`config.mk`:
```
export PLATFORM = sky130hd
export DESIGN_NAME = spr_top
export DESIGN_NICKNAME = d
export VERILOG_FILES = /design/src/spr_pkg.sv /design/src/spr_top.sv
export SDC_FILE = /design/constraint.sdc
export NUM_CORES = 2
export LEC_CHECK = 0
export ABC_AREA = 1
export BUFFER_PORTS_ARGS = -buffer_cell sky130_fd_sc_hd__buf_2
export CAP_MARGIN = 25
export CORE_ASPECT_RATIO = 1.1
export CORE_MARGIN = 1.5
export CORE_UTILIZATION = 25
export CTS_BUF_LIST = sky130_fd_sc_hd__clkbuf_8
export DETAILED_ROUTE_END_ITERATION = 8
export PLACE_DENSITY = 0.37
export SYNTH_ARGS = -nofsm -noshare
export SYNTH_HDL_FRONTEND = slang
export SYNTH_SLANG_ARGS = --single-unit
```
`constraint.sdc`:
```
create_clock -name aclk -period 15 [get_ports aclk]
set_input_delay 2.25 -clock aclk [delete_from_list [all_inputs] [get_ports aclk]]
set_output_delay 2.25 -clock aclk [all_outputs]
set_load 0.05 [all_outputs]
```
`src/spr_pkg.sv`:
```
// Package: constants, types and register map of the setpoint relay block
// Contract
// Low-trip: relay and indicator on below threshold
// High-trip: relay and indicator on above threshold
// Combined: upper and lower threshold, either trips
// Reset thresholds equal lowest measurable pressure
// Mode and hysteresis writable by host only
// Thresholds set by buttons or host
// Combined mode: button adjusts lower threshold only
// Session shows threshold on measurement output
// Press enters session, blinks switching symbol
// Held button ramps threshold until release or limit
// Repeat press within one second steps once
// Repeat press two to three seconds reverses
// Released over five seconds: save, leave session
// Session flashes selected channel indicator
// Version shown briefly after power-up
// Host can flip display half a turn
// Default hysteresis ten percent beyond trip point
// Buttons synchronised and debounced before timing
package spr_pkg;
	localparam int unsigned CLK_HZ     = 250000000;
	localparam int unsigned CLK_KHZ    = 250000;
	localparam int unsigned T_FINE_S   = 1;
	localparam int unsigned T_REVLO_S  = 2;
	localparam int unsigned T_REVHI_S  = 3;
	localparam int unsigned T_SAVE_S   = 5;
	localparam int unsigned T_SHOW_S   = 5;
	localparam int unsigned T_STEP_MS  = 50;
	localparam int unsigned T_DEB_MS   = 10;
	localparam int unsigned T_VER_MS   = 2000;
	localparam int unsigned T_BLINK_MS = 250;
	localparam int unsigned FINE_CYC   = T_FINE_S * CLK_HZ;
	localparam int unsigned REVLO_CYC  = T_REVLO_S * CLK_HZ;
	localparam int unsigned REVHI_CYC  = T_REVHI_S * CLK_HZ;
	localparam int unsigned SAVE_CYC   = T_SAVE_S * CLK_HZ;
	localparam int unsigned SHOW_CYC   = T_SHOW_S * CLK_HZ;
	localparam int unsigned STEP_CYC   = T_STEP_MS * CLK_KHZ;
	localparam int unsigned DEB_CYC    = T_DEB_MS * CLK_KHZ;
	localparam int unsigned VER_CYC    = T_VER_MS * CLK_KHZ;
	localparam int unsigned BLINK_CYC  = T_BLINK_MS * CLK_KHZ;
	localparam int unsigned PW         = 16;
	localparam int unsigned AW         = 8;
	localparam logic [15:0] PMIN       = 16'h0000;
	localparam logic [15:0] PMAX       = 16'hffff;
	localparam logic [7:0]  HYST_DEF   = 8'h0a;
	localparam logic [7:0]  PCT        = 8'h64;
	localparam logic [31:0] VERSION    = 32'h0000_0100;
	localparam logic [7:0]  A_CTRL     = 8'h00;
	localparam logic [7:0]  A_MODE     = 8'h04;
	localparam logic [7:0]  A_HYST     = 8'h08;
	localparam logic [7:0]  A_SP1_LO   = 8'h0c;
	localparam logic [7:0]  A_SP1_HI   = 8'h10;
	localparam logic [7:0]  A_SP2_LO   = 8'h14;
	localparam logic [7:0]  A_SP2_HI   = 8'h18;
	localparam logic [7:0]  A_STATUS   = 8'h1c;
	localparam logic [7:0]  A_IRQ_STAT = 8'h20;
	localparam logic [7:0]  A_IRQ_MASK = 8'h24;
	localparam logic [7:0]  A_VERSION  = 8'h28;
	localparam int unsigned IRQ_W      = 3;
	localparam int unsigned IRQ_SAVE   = 2;
	localparam logic [1:0]  RESP_OKAY  = 2'h0;
	localparam logic [1:0]  RESP_SLV   = 2'h2;
	typedef enum logic [1:0] {
		SPR_LOW  = 2'h0,
		SPR_HIGH = 2'h1,
		SPR_BOTH = 2'h2
	} spr_mode_t;
	typedef enum logic [1:0] {
		ST_IDLE = 2'b00,
		ST_HELD = 2'b01,
		ST_REL  = 2'b11,
		ST_SAVE = 2'b10
	} spr_state_t;
	typedef struct packed {
		spr_mode_t   mode;
		logic [7:0]  hyst;
		logic [15:0] lo;
		logic [15:0] hi;
	} spr_chan_t;
endpackage

```
`src/spr_top.sv`:
```
// Setpoint relay switching: two channels, button adjust, AXI4-Lite registers
//
// The AXI4-Lite register port and the address map were left to the implementer.
`timescale 1ns/1ns
module spr_top #(
	parameter int unsigned FINE_CYC  = spr_pkg::FINE_CYC,
	parameter int unsigned REVLO_CYC = spr_pkg::REVLO_CYC,
	parameter int unsigned REVHI_CYC = spr_pkg::REVHI_CYC,
	parameter int unsigned SAVE_CYC  = spr_pkg::SAVE_CYC,
	parameter int unsigned SHOW_CYC  = spr_pkg::SHOW_CYC,
	parameter int unsigned STEP_CYC  = spr_pkg::STEP_CYC,
	parameter int unsigned DEB_CYC   = spr_pkg::DEB_CYC,
	parameter int unsigned VER_CYC   = spr_pkg::VER_CYC,
	parameter int unsigned BLINK_CYC = spr_pkg::BLINK_CYC
) (
	input  wire logic [7:0]  s_axi_awaddr,
	input  wire logic        aclk,
	input  wire logic        aresetn,
	input  wire logic        s_axi_awvalid,
	output logic             s_axi_awready,
	input  wire logic [31:0] s_axi_wdata,
	input  wire logic [3:0]  s_axi_wstrb,
	input  wire logic        s_axi_wvalid,
	output logic             s_axi_wready,
	output logic [1:0]       s_axi_bresp,
	output logic             s_axi_bvalid,
	input  wire logic        s_axi_bready,
	input  wire logic [7:0]  s_axi_araddr,
	input  wire logic        s_axi_arvalid,
	output logic             s_axi_arready,
	output logic [31:0]      s_axi_rdata,
	output logic [1:0]       s_axi_rresp,
	output logic             s_axi_rvalid,
	input  wire logic        s_axi_rready,
	input  wire logic [15:0] pressure,
	input  wire logic [1:0]  button_raw,
	output logic [1:0]       relay_close,
	output logic [1:0]       indicator_on,
	output logic [15:0]      meas_out,
	output logic             sw_symbol_blink,
	output logic             show_version,
	output logic             display_flip,
	output logic             store_pulse,
	output logic             irq
);
	spr_pkg::spr_chan_t  cfg_q [2];
	spr_pkg::spr_state_t st_q;
	logic [1:0]  btn_s1_q, btn_s2_q, btn_db, btn_prev_q, press_ev, rel_ev;
	logic        sel_q, dir_q, blink_q;
	logic [31:0] tmr_q, step_q, blink_cnt_q, ver_cnt_q;
	logic [1:0]  trip_lo_q, trip_hi_q, trip_lo_d, trip_hi_d, relay_d;
	logic [spr_pkg::IRQ_W-1:0] irq_stat_q, irq_mask_q, irq_ev;
	logic        aw_have_q, w_have_q, aw_next, w_next, aw_fire, w_fire, ar_fire, wr_go;
	logic [7:0]  aw_addr_q;
	logic [31:0] w_data_q, wval, rd_mux, wr_old;
	logic [3:0]  w_strb_q;
	logic        map_ok_w, map_ok_r;
	logic        sel_press, sel_rel, ramp_tick, fine_step, rev_dir, adj_go, tgt_hi;
	logic [15:0] thr_sel;

	function automatic logic [15:0] hy_amt(input logic [15:0] th, input logic [7:0] h);
		logic [23:0] prod;
		prod = th * h;
		return 16'(prod / 24'(spr_pkg::PCT));
	endfunction

	function automatic logic [15:0] step_thr(input logic [15:0] v, input logic up);
		if (up) begin
			return (v == spr_pkg::PMAX) ? v : v + 16'h1;
		end
		return (v == spr_pkg::PMIN) ? v : v - 16'h1;
	endfunction

	function automatic logic [31:0] reg_rd(input logic [7:0] a);
		case (a)
			spr_pkg::A_CTRL:     return {31'h0, display_flip};
			spr_pkg::A_MODE:     return {28'h0, cfg_q[1].mode, cfg_q[0].mode};
			spr_pkg::A_HYST:     return {16'h0, cfg_q[1].hyst, cfg_q[0].hyst};
			spr_pkg::A_SP1_LO:   return {16'h0, cfg_q[0].lo};
			spr_pkg::A_SP1_HI:   return {16'h0, cfg_q[0].hi};
			spr_pkg::A_SP2_LO:   return {16'h0, cfg_q[1].lo};
			spr_pkg::A_SP2_HI:   return {16'h0, cfg_q[1].hi};
			spr_pkg::A_STATUS:   return {25'h0, show_version, dir_q, sel_q, st_q, relay_close};
			spr_pkg::A_IRQ_STAT: return {29'h0, irq_stat_q};
			spr_pkg::A_IRQ_MASK: return {29'h0, irq_mask_q};
			spr_pkg::A_VERSION:  return spr_pkg::VERSION;
			default:             return 32'h0;
		endcase
	endfunction

	function automatic logic mapped(input logic [7:0] a);
		return (a <= spr_pkg::A_VERSION) && (a[1:0] == 2'h0);
	endfunction

	// Pin synchroniser; first stage feeds only the second
	always_ff @(posedge aclk) begin
		if (!aresetn) begin
			btn_s1_q <= 2'h0;
			btn_s2_q <= 2'h0;
		end else begin
			btn_s1_q <= button_raw;
			btn_s2_q <= btn_s1_q;
		end
	end

	genvar gi;
	generate
		for (gi = 0; gi < 2; gi++) begin : g_deb
			logic [31:0] cnt_q;
			logic        stable_q;
			always_ff @(posedge aclk) begin
				if (!aresetn) begin
					cnt_q    <= 32'h0;
					stable_q <= 1'b0;
				end else if (btn_s2_q[gi] == stable_q) begin
					cnt_q <= 32'h0;
				end else if (cnt_q >= DEB_CYC - 1) begin
					cnt_q    <= 32'h0;
					stable_q <= btn_s2_q[gi];
				end else begin
					cnt_q <= cnt_q + 32'h1;
				end
			end
		end
	endgenerate
	assign btn_db = {g_deb[1].stable_q, g_deb[0].stable_q};

	always_ff @(posedge aclk) begin
		if (!aresetn) begin
			btn_prev_q <= 2'h0;
		end else begin
			btn_prev_q <= btn_db;
		end
	end
	assign press_ev  = btn_db & ~btn_prev_q;
	assign rel_ev    = ~btn_db & btn_prev_q;
	assign sel_press = press_ev[sel_q];
	assign sel_rel   = rel_ev[sel_q];

	// Button session
	assign ramp_tick = (st_q == spr_pkg::ST_HELD) && (tmr_q >= SHOW_CYC)
		&& (step_q == STEP_CYC - 1);
	assign fine_step = (st_q == spr_pkg::ST_REL) && sel_press && (tmr_q <= FINE_CYC);
	assign rev_dir   = (st_q == spr_pkg::ST_REL) && sel_press && (tmr_q >= REVLO_CYC)
		&& (tmr_q <= REVHI_CYC);
	assign adj_go    = ramp_tick | fine_step;
	assign tgt_hi    = (cfg_q[sel_q].mode == spr_pkg::SPR_HIGH);
	assign thr_sel   = tgt_hi ? cfg_q[sel_q].hi : cfg_q[sel_q].lo;

	always_ff @(posedge aclk) begin
		if (!aresetn) begin
			st_q  <= spr_pkg::ST_IDLE;
			sel_q <= 1'b0;
			dir_q <= 1'b1;
			tmr_q <= 32'h0;
		end else begin
			case (st_q)
				spr_pkg::ST_IDLE: begin
					if (press_ev != 2'h0) begin
						st_q  <= spr_pkg::ST_HELD;
						sel_q <= ~press_ev[0];
						dir_q <= 1'b1;
						tmr_q <= 32'h0;
					end
				end
				spr_pkg::ST_HELD: begin
					if (sel_rel) begin
						st_q  <= spr_pkg::ST_REL;
						tmr_q <= 32'h0;
					end else if (tmr_q < SHOW_CYC) begin
						tmr_q <= tmr_q + 32'h1;
					end
				end
				spr_pkg::ST_REL: begin
					if (sel_press) begin
						st_q  <= spr_pkg::ST_HELD;
						tmr_q <= 32'h0;
						if (rev_dir) begin
							dir_q <= ~dir_q;
						end
					end else if (tmr_q >= SAVE_CYC) begin
						st_q <= spr_pkg::ST_SAVE;
					end else begin
						tmr_q <= tmr_q + 32'h1;
					end
				end
				spr_pkg::ST_SAVE: begin
					st_q <= spr_pkg::ST_IDLE;
				end
				default: begin
					st_q <= spr_pkg::ST_IDLE;
				end
			endcase
		end
	end

	always_ff @(posedge aclk) begin
		if (!aresetn) begin
			step_q <= 32'h0;
		end else if ((st_q != spr_pkg::ST_HELD) || (tmr_q < SHOW_CYC) || ramp_tick) begin
			step_q <= 32'h0;
		end else begin
			step_q <= step_q + 32'h1;
		end
	end

	// Channel settings; a host write wins over a button step in the same cycle
	always_ff @(posedge aclk) begin
		if (!aresetn) begin
			for (int c = 0; c < 2; c++) begin
				cfg_q[c].mode <= spr_pkg::SPR_LOW;
				cfg_q[c].hyst <= spr_pkg::HYST_DEF;
				cfg_q[c].lo   <= spr_pkg::PMIN;
				cfg_q[c].hi   <= spr_pkg::PMIN;
			end
		end else if (wr_go) begin
			case (aw_addr_q)
				spr_pkg::A_MODE: begin
					cfg_q[0].mode <= spr_pkg::spr_mode_t'(wval[1:0]);
					cfg_q[1].mode <= spr_pkg::spr_mode_t'(wval[3:2]);
				end
				spr_pkg::A_HYST: begin
					cfg_q[0].hyst <= wval[7:0];
					cfg_q[1].hyst <= wval[15:8];
				end
				spr_pkg::A_SP1_LO: cfg_q[0].lo <= wval[15:0];
				spr_pkg::A_SP1_HI: cfg_q[0].hi <= wval[15:0];
				spr_pkg::A_SP2_LO: cfg_q[1].lo <= wval[15:0];
				spr_pkg::A_SP2_HI: cfg_q[1].hi <= wval[15:0];
				default: begin
				end
			endcase
		end else if (adj_go) begin
			if (tgt_hi) begin
				cfg_q[sel_q].hi <= step_thr(cfg_q[sel_q].hi, dir_q);
			end else begin
				cfg_q[sel_q].lo <= step_thr(cfg_q[sel_q].lo, dir_q);
			end
		end
	end

	// Trip evaluation with release point offset by the hysteresis percentage
	always_comb begin
		for (int c = 0; c < 2; c++) begin
			trip_lo_d[c] = (pressure < cfg_q[c].lo) || (trip_lo_q[c] &&
				({1'b0, pressure} <= {1'b0, cfg_q[c].lo} + {1'b0, hy_amt(cfg_q[c].lo,
				cfg_q[c].hyst)}));
			trip_hi_d[c] = (pressure > cfg_q[c].hi) || (trip_hi_q[c] &&
				({1'b0, pressure} + {1'b0, hy_amt(cfg_q[c].hi, cfg_q[c].hyst)} >=
				{1'b0, cfg_q[c].hi}));
			case (cfg_q[c].mode)
				spr_pkg::SPR_HIGH: relay_d[c] = trip_hi_d[c];
				spr_pkg::SPR_BOTH: relay_d[c] = trip_lo_d[c] | trip_hi_d[c];
				default:           relay_d[c] = trip_lo_d[c];
			endcase
		end
	end

	always_ff @(posedge aclk) begin
		if (!aresetn) begin
			trip_lo_q   <= 2'h0;
			trip_hi_q   <= 2'h0;
			relay_close <= 2'h0;
		end else begin
			trip_lo_q   <= trip_lo_d;
			trip_hi_q   <= trip_hi_d;
			relay_close <= relay_d;
		end
	end

	always_ff @(posedge aclk) begin
		if (!aresetn) begin
			blink_cnt_q <= 32'h0;
			blink_q     <= 1'b0;
		end else if (blink_cnt_q >= BLINK_CYC - 1) begin
			blink_cnt_q <= 32'h0;
			blink_q     <= ~blink_q;
		end else begin
			blink_cnt_q <= blink_cnt_q + 32'h1;
		end
	end

	// Display side outputs; the threshold replaces pressure for the whole session
	always_ff @(posedge aclk) begin
		if (!aresetn) begin
			meas_out        <= 16'h0;
			indicator_on    <= 2'h0;
			sw_symbol_blink <= 1'b0;
			store_pulse     <= 1'b0;
		end else begin
			meas_out        <= (st_q != spr_pkg::ST_IDLE) ? thr_sel : pressure;
			sw_symbol_blink <= (st_q != spr_pkg::ST_IDLE) & blink_q;
			store_pulse     <= (st_q == spr_pkg::ST_SAVE);
			for (int c = 0; c < 2; c++) begin
				indicator_on[c] <= ((st_q != spr_pkg::ST_IDLE) && (sel_q == c[0])) ?
					blink_q : relay_d[c];
			end
		end
	end

	always_ff @(posedge aclk) begin
		if (!aresetn) begin
			ver_cnt_q    <= 32'h0;
			show_version <= 1'b1;
		end else if (show_version) begin
			ver_cnt_q    <= ver_cnt_q + 32'h1;
			show_version <= (ver_cnt_q < VER_CYC - 1);
		end
	end

	// Register bus, write side
	assign aw_fire  = s_axi_awvalid & s_axi_awready;
	assign w_fire   = s_axi_wvalid & s_axi_wready;
	assign wr_go    = aw_have_q & w_have_q & ~s_axi_bvalid;
	assign aw_next  = aw_fire | (aw_have_q & ~wr_go);
	assign w_next   = w_fire | (w_have_q & ~wr_go);
	assign map_ok_w = mapped(aw_addr_q);
	assign map_ok_r = mapped(s_axi_araddr);

	always_comb begin
		wr_old = reg_rd(aw_addr_q);
		for (int b = 0; b < 4; b++) begin
			wval[8*b+:8] = w_strb_q[b] ? w_data_q[8*b+:8] : wr_old[8*b+:8];
		end
	end

	always_ff @(posedge aclk) begin
		if (!aresetn) begin
			aw_have_q     <= 1'b0;
			w_have_q      <= 1'b0;
			aw_addr_q     <= 8'h0;
			w_data_q      <= 32'h0;
			w_strb_q      <= 4'h0;
			s_axi_awready <= 1'b0;
			s_axi_wready  <= 1'b0;
			s_axi_bvalid  <= 1'b0;
			s_axi_bresp   <= spr_pkg::RESP_OKAY;
		end else begin
			aw_have_q     <= aw_next;
			w_have_q      <= w_next;
			s_axi_awready <= ~aw_next;
			s_axi_wready  <= ~w_next;
			if (aw_fire) begin
				aw_addr_q <= s_axi_awaddr;
			end
			if (w_fire) begin
				w_data_q <= s_axi_wdata;
				w_strb_q <= s_axi_wstrb;
			end
			if (wr_go) begin
				s_axi_bvalid <= 1'b1;
				s_axi_bresp  <= map_ok_w ? spr_pkg::RESP_OKAY : spr_pkg::RESP_SLV;
			end else if (s_axi_bready) begin
				s_axi_bvalid <= 1'b0;
			end
		end
	end

	always_ff @(posedge aclk) begin
		if (!aresetn) begin
			display_flip <= 1'b0;
			irq_mask_q   <= '0;
		end else if (wr_go && (aw_addr_q == spr_pkg::A_CTRL)) begin
			display_flip <= wval[0];
		end else if (wr_go && (aw_addr_q == spr_pkg::A_IRQ_MASK)) begin
			irq_mask_q <= wval[spr_pkg::IRQ_W-1:0];
		end
	end

	// Sticky events, write one to clear; a new event beats a clear
	assign irq_ev = {(st_q == spr_pkg::ST_SAVE), relay_d ^ relay_close};
	always_ff @(posedge aclk) begin
		if (!aresetn) begin
			irq_stat_q <= '0;
			irq       <= 1'b0;
		end else begin
			irq <= |(irq_stat_q & irq_mask_q);
			if (wr_go && (aw_addr_q == spr_pkg::A_IRQ_STAT)) begin
				irq_stat_q <= (irq_stat_q & ~wval[spr_pkg::IRQ_W-1:0]) | irq_ev;
			end else begin
				irq_stat_q <= irq_stat_q | irq_ev;
			end
		end
	end

	// Register bus, read side
	assign ar_fire = s_axi_arvalid & s_axi_arready;
	always_comb begin
		rd_mux = reg_rd(s_axi_araddr);
	end

	always_ff @(posedge aclk) begin
		if (!aresetn) begin
			s_axi_arready <= 1'b0;
			s_axi_rvalid  <= 1'b0;
			s_axi_rdata   <= 32'h0;
			s_axi_rresp   <= spr_pkg::RESP_OKAY;
		end else if (ar_fire) begin
			s_axi_arready <= 1'b0;
			s_axi_rvalid  <= 1'b1;
			s_axi_rdata   <= rd_mux;
			s_axi_rresp   <= map_ok_r ? spr_pkg::RESP_OKAY : spr_pkg::RESP_SLV;
		end else if (s_axi_rvalid && s_axi_rready) begin
			s_axi_rvalid  <= 1'b0;
			s_axi_arready <= 1'b1;
		end else if (!s_axi_rvalid) begin
			s_axi_arready <= 1'b1;
		end
	end

	property p_low_trip;
		@(posedge aclk) disable iff (!aresetn)
		(cfg_q[0].mode == spr_pkg::SPR_LOW && pressure < cfg_q[0].lo) |=> relay_close[0];
	endproperty
	a_low_trip: assert property (p_low_trip) else $error("low trip missed");

	property p_high_trip;
		@(posedge aclk) disable iff (!aresetn)
		(cfg_q[1].mode == spr_pkg::SPR_HIGH && pressure > cfg_q[1].hi) |=> relay_close[1];
	endproperty
	a_high_trip: assert property (p_high_trip) else $error("high trip missed");

	property p_both_trip;
		@(posedge aclk) disable iff (!aresetn)
		(cfg_q[0].mode == spr_pkg::SPR_BOTH && (pressure > cfg_q[0].hi ||
		pressure < cfg_q[0].lo)) |=> relay_close[0];
	endproperty
	a_both_trip: assert property (p_both_trip) else $error("combined trip missed");

	property p_reset_thr;
		@(posedge aclk) disable iff (!aresetn)
		$past(!aresetn) |-> (cfg_q[0].lo == spr_pkg::PMIN && cfg_q[1].hi == spr_pkg::PMIN
		&& show_version);
	endproperty
	a_reset_thr: assert property (p_reset_thr) else $error("reset values wrong");

	property p_mode_host;
		@(posedge aclk) disable iff (!aresetn)
		!wr_go |=> $stable(cfg_q[0].mode) && $stable(cfg_q[1].hyst);
	endproperty
	a_mode_host: assert property (p_mode_host) else $error("mode changed without host");

	property p_meas_thr;
		@(posedge aclk) disable iff (!aresetn)
		(st_q != spr_pkg::ST_IDLE) |=> meas_out == $past(thr_sel) &&
		sw_symbol_blink == $past(blink_q);
	endproperty
	a_meas_thr: assert property (p_meas_thr) else $error("threshold not shown");

	property p_fine;
		@(posedge aclk) disable iff (!aresetn)
		(fine_step && !wr_go && dir_q && thr_sel != spr_pkg::PMAX) |=>
		thr_sel == $past(thr_sel) + 16'h1;
	endproperty
	a_fine: assert property (p_fine) else $error("fine step wrong");

	property p_rev;
		@(posedge aclk) disable iff (!aresetn)
		rev_dir |=> dir_q != $past(dir_q) && st_q == spr_pkg::ST_HELD;
	endproperty
	a_rev: assert property (p_rev) else $error("direction not reversed");

	property p_save;
		@(posedge aclk) disable iff (!aresetn)
		(st_q == spr_pkg::ST_REL && !sel_press && tmr_q >= SAVE_CYC) |=>
		st_q == spr_pkg::ST_SAVE ##1 (st_q == spr_pkg::ST_IDLE && store_pulse);
	endproperty
	a_save: assert property (p_save) else $error("save sequence wrong");

	property p_flash;
		@(posedge aclk) disable iff (!aresetn)
		(st_q != spr_pkg::ST_IDLE && !sel_q) |=> indicator_on[0] == $past(blink_q);
	endproperty
	a_flash: assert property (p_flash) else $error("indicator not flashing");

	property p_flip;
		@(posedge aclk) disable iff (!aresetn)
		(wr_go && aw_addr_q == spr_pkg::A_CTRL) |=> display_flip == $past(wval[0]);
	endproperty
	a_flip: assert property (p_flip) else $error("flip not applied");
endmodule

```
==> metrics.md <==
| Metric | Value |
|---|---|
| Maxcap violations | `0` |
| # IOs | `143` |
| Num CTS Buffers | `68` |
| Initial antenna violation count | `7` |
| Slowest cell on crit path | `fa_1` |
| First-pass GRT wire length | `303 mm` |
| Cts hold-fix bufs | `0` |
| Die W | `443 um` |
| Clock transition at path regs | `0.06 ns` |
| GRT Util Overall | `17.6%` |
| GRT overflow | `0` |
| ANT nets after route | `0` |
| Vias in the first global route | `54.0k` |
| # fillers | `23.1k` |
| Vias per Instance | `4.52` |
| Worst setup path category | `reg -> reg` |
| DR DRC count | `0` |
| RSZ-0062 raised after global routing | `true` |
| Area Overhead vs Synth | `36.4%` |
| Status | `finished with violations` |
| Largest net degree at the start of global routing | `66` |
| Cell Area, Synth | `53300 um2` |
| HP Class | `reg -> reg` |
| Worst slew pin tran | `1.19 ns` |
| FP Rows | `177` |
| DR pass1 iterations | `8` |
| Initial core utilization | `25.2%` |
| Clock sink count | `376` |
| Slew headroom | `19.8%` |
| Drt wl/cell | `16.1 um` |
| Final setup vio count | `10` |
| Commonest cells post-synth | `nand2_1 (1758), inv_1 (1618), nor2_1 (607)` |
| Via count | `54.9k` |
| Peak Freq | `62.5 MHz` |
| Arrival time worst endpoint | `16.62 ns` |
| H-tree depth | `3` |
| Dpl cell area | `64700 um2` |
| Final hold violation count | `0` |
| Routed WL | `196 mm` |
| Synthesized flop and latch total | `376` |
| TritonCTS clock tree | `done` |
| Post-Syn Instances | `8014` |
| Drt initial violations | `2708` |
| Worst path required time | `15.61 ns` |
| Buffers on Ports | `106` |
| Die ar. | `216000 um2` |
| Largest stage delay on the critical path | `0.58 ns` |
| Min Tclk post-route | `16.01 ns` |
| Avg Cell Area, Syn | `6.65 um2` |
| Post-synth top area cell | `fa_1` |
| CTS Root Cell | `clkbuf_8` |
| Multi-input gate area | `42000 um2` |
| Fraction of layout cells with a size suffix above 1 | `29.7%` |
| Crit Path Max Fanout | `7` |
| FF+latch area | `8370 um2` |
| Worst skew pair latency | `0.77 ns` |
| Sequential share of the synthesized area | `15.7%` |
| Yosys cell types | `81` |
| Core area | `212000 um2` |
| Worst setup margin | `-1.01 ns` |
| Top cell type's share of synthesized area | `12.8%` |
| Failing checks | `setup timing` |
| Startpoint types | `register` |
| Syn. warnings | `0` |
| Most frequent cell after synthesis | `nand2_1` |
| Final Skew | `0.0952 ns` |
| RePlAce Congestion | `0.960` |
| Most common cell on crit path | `nand2_4` |
| Top cells by area, synth | `fa_1 (13%), nand2_1 (12%), inv_1 (11%)` |
| Slew Limit Fails | `0` |
| Fin crit share | `107%` |
| Die height | `487 um` |
| Post-synth EDFFs | `84` |
| Final instance area | `72700 um2` |
| Async SR Flop Fraction | `0%` |
| Clk buf depth | `3` |
| Crit end category | `register` |
| Most used DFF post-synth | `dfxtp_1` |
| Nets | `10.1k` |
| DP HPWL | `159 mm` |
## cell usage in the layout, fill, tap and decap left out, types with 228 or more instances in the layout
cell and instances:
nand3_1 316, dfxtp_1 291, a21oi_1 281, inv_1 1574, nand2_2 336, fa_1 320
nor2_1 553, nand2_1 1572, nand2_4 228, ha_1 321, buf_4 1218, o21ai_0 329
## flip-flops by register name, summed over array words and instances, names as in the netlist, 2 cells and up, named ones only
signal          count
btn_s2_q            2
btn_prev_q          2
w_data_q           16
indicator_on        2
blink_cnt_q        32
btn_s1_q            2
ver_cnt_q          32
s_axi_rdata        16
cfg_q              84
relay_close         2
irq_mask_q          3
trip_lo_q           2
meas_out           16
trip_hi_q           2
w_strb_q            2
g_deb.cnt_q        64
tmr_q              32
st_q                2
irq_stat_q          3
g_deb.stable_q      2
aw_addr_q           8
step_q             32
## routing by layer
| layer | vias to the layer above | global-route usage, % | wire [um] |
|---|---|---|---|
| met5 | - | 0 | 0 |
| met4 | 0 | 4.74 | 5430 |
| met3 | 217 | 1.92 | 8440 |
| met2 | 955 | 30.6 | 93000 |
| met1 | 25800 | 23.0 | 89000 |
| li1 | 27900 | - | - |
## cells by family after synthesis
| kind of cell | Yosys count | share of synthesized area, % |
|---|---|---|
| simple gates | 3697 | 33.4 |
| buf+inv | 1906 | 13.6 |
| compound gates | 1086 | 11.9 |
| fa+ha+maj | 723 | 21.8 |
| flops | 376 | 15.7 |
| xor+xnor | 225 | 3.75 |
| other cells | 1 | 0.00703 |
## critical path, delay by kind of cell (launching register included)
family                     cells  cell delay (ns)
adders and majority gates      8             3.18
and+or+nand+nor               88             8.10
DFF                            1             0.43
buffers and inverters         17             1.49
AOI/OAI and AO/OA             16             2.69
## through the flow
| stage | setup slack [ns] | TNS, ns | std cells | util, % | hold WS (ns) |
|---|---|---|---|---|---|
| 4_1_cts | -1.23 | -9.15 | 12000 | 32.9 | 0.421 |
| 3_3_place_gp | -1.89 | -15.87 | 11700 | 30.5 | 0.404 |
| 3_5_place_dp | -1.97 | -16.73 | 11700 | 30.5 | 0.405 |
| 5_1_grt | -2.33 | -20.48 | 12100 | 34.3 | 0.451 |
| 6_report | -1.01 | -7.51 | 12100 | 34.3 | 0.415 |
| 2_1_floorplan | 0.0122 | 0 | 8057 | - | 0.390 |
## final timing paths
check	start	end	slack, ns	depth (start not counted)
setup / recovery	cfg_q[1][35]	indicator_on[1]	-1.01	129
hold / removal	btn_s1_q[0]	btn_s2_q[0]	0.42	2
setup reg to reg	cfg_q[1][35]	indicator_on[1]	-1.01	129
hold reg to reg	btn_s1_q[0]	btn_s2_q[0]	0.42	2
## cell type report
cell class              count  area share [%]
multi-input cells        5775            57.8
repair buffers           1401            15.0
flip-flops and latches    376            11.5
inverters                1687            8.75
well taps                2774            4.77
clock buffers              87            1.65
clock inverters            38           0.449
diodes                      4          0.0138
## repair_timing
action	in CTS	in global routing
hold endpoints to repair	0	0
setup buffers	152	113
pin swaps	303	391
resized for setup	488	512
gates cloned	3	2
setup endpoints to repair	10	10
Power is left out: the tool's default activity adds up to more than one toggle a clock period on the data nets, which glitch-free logic cannot reach.
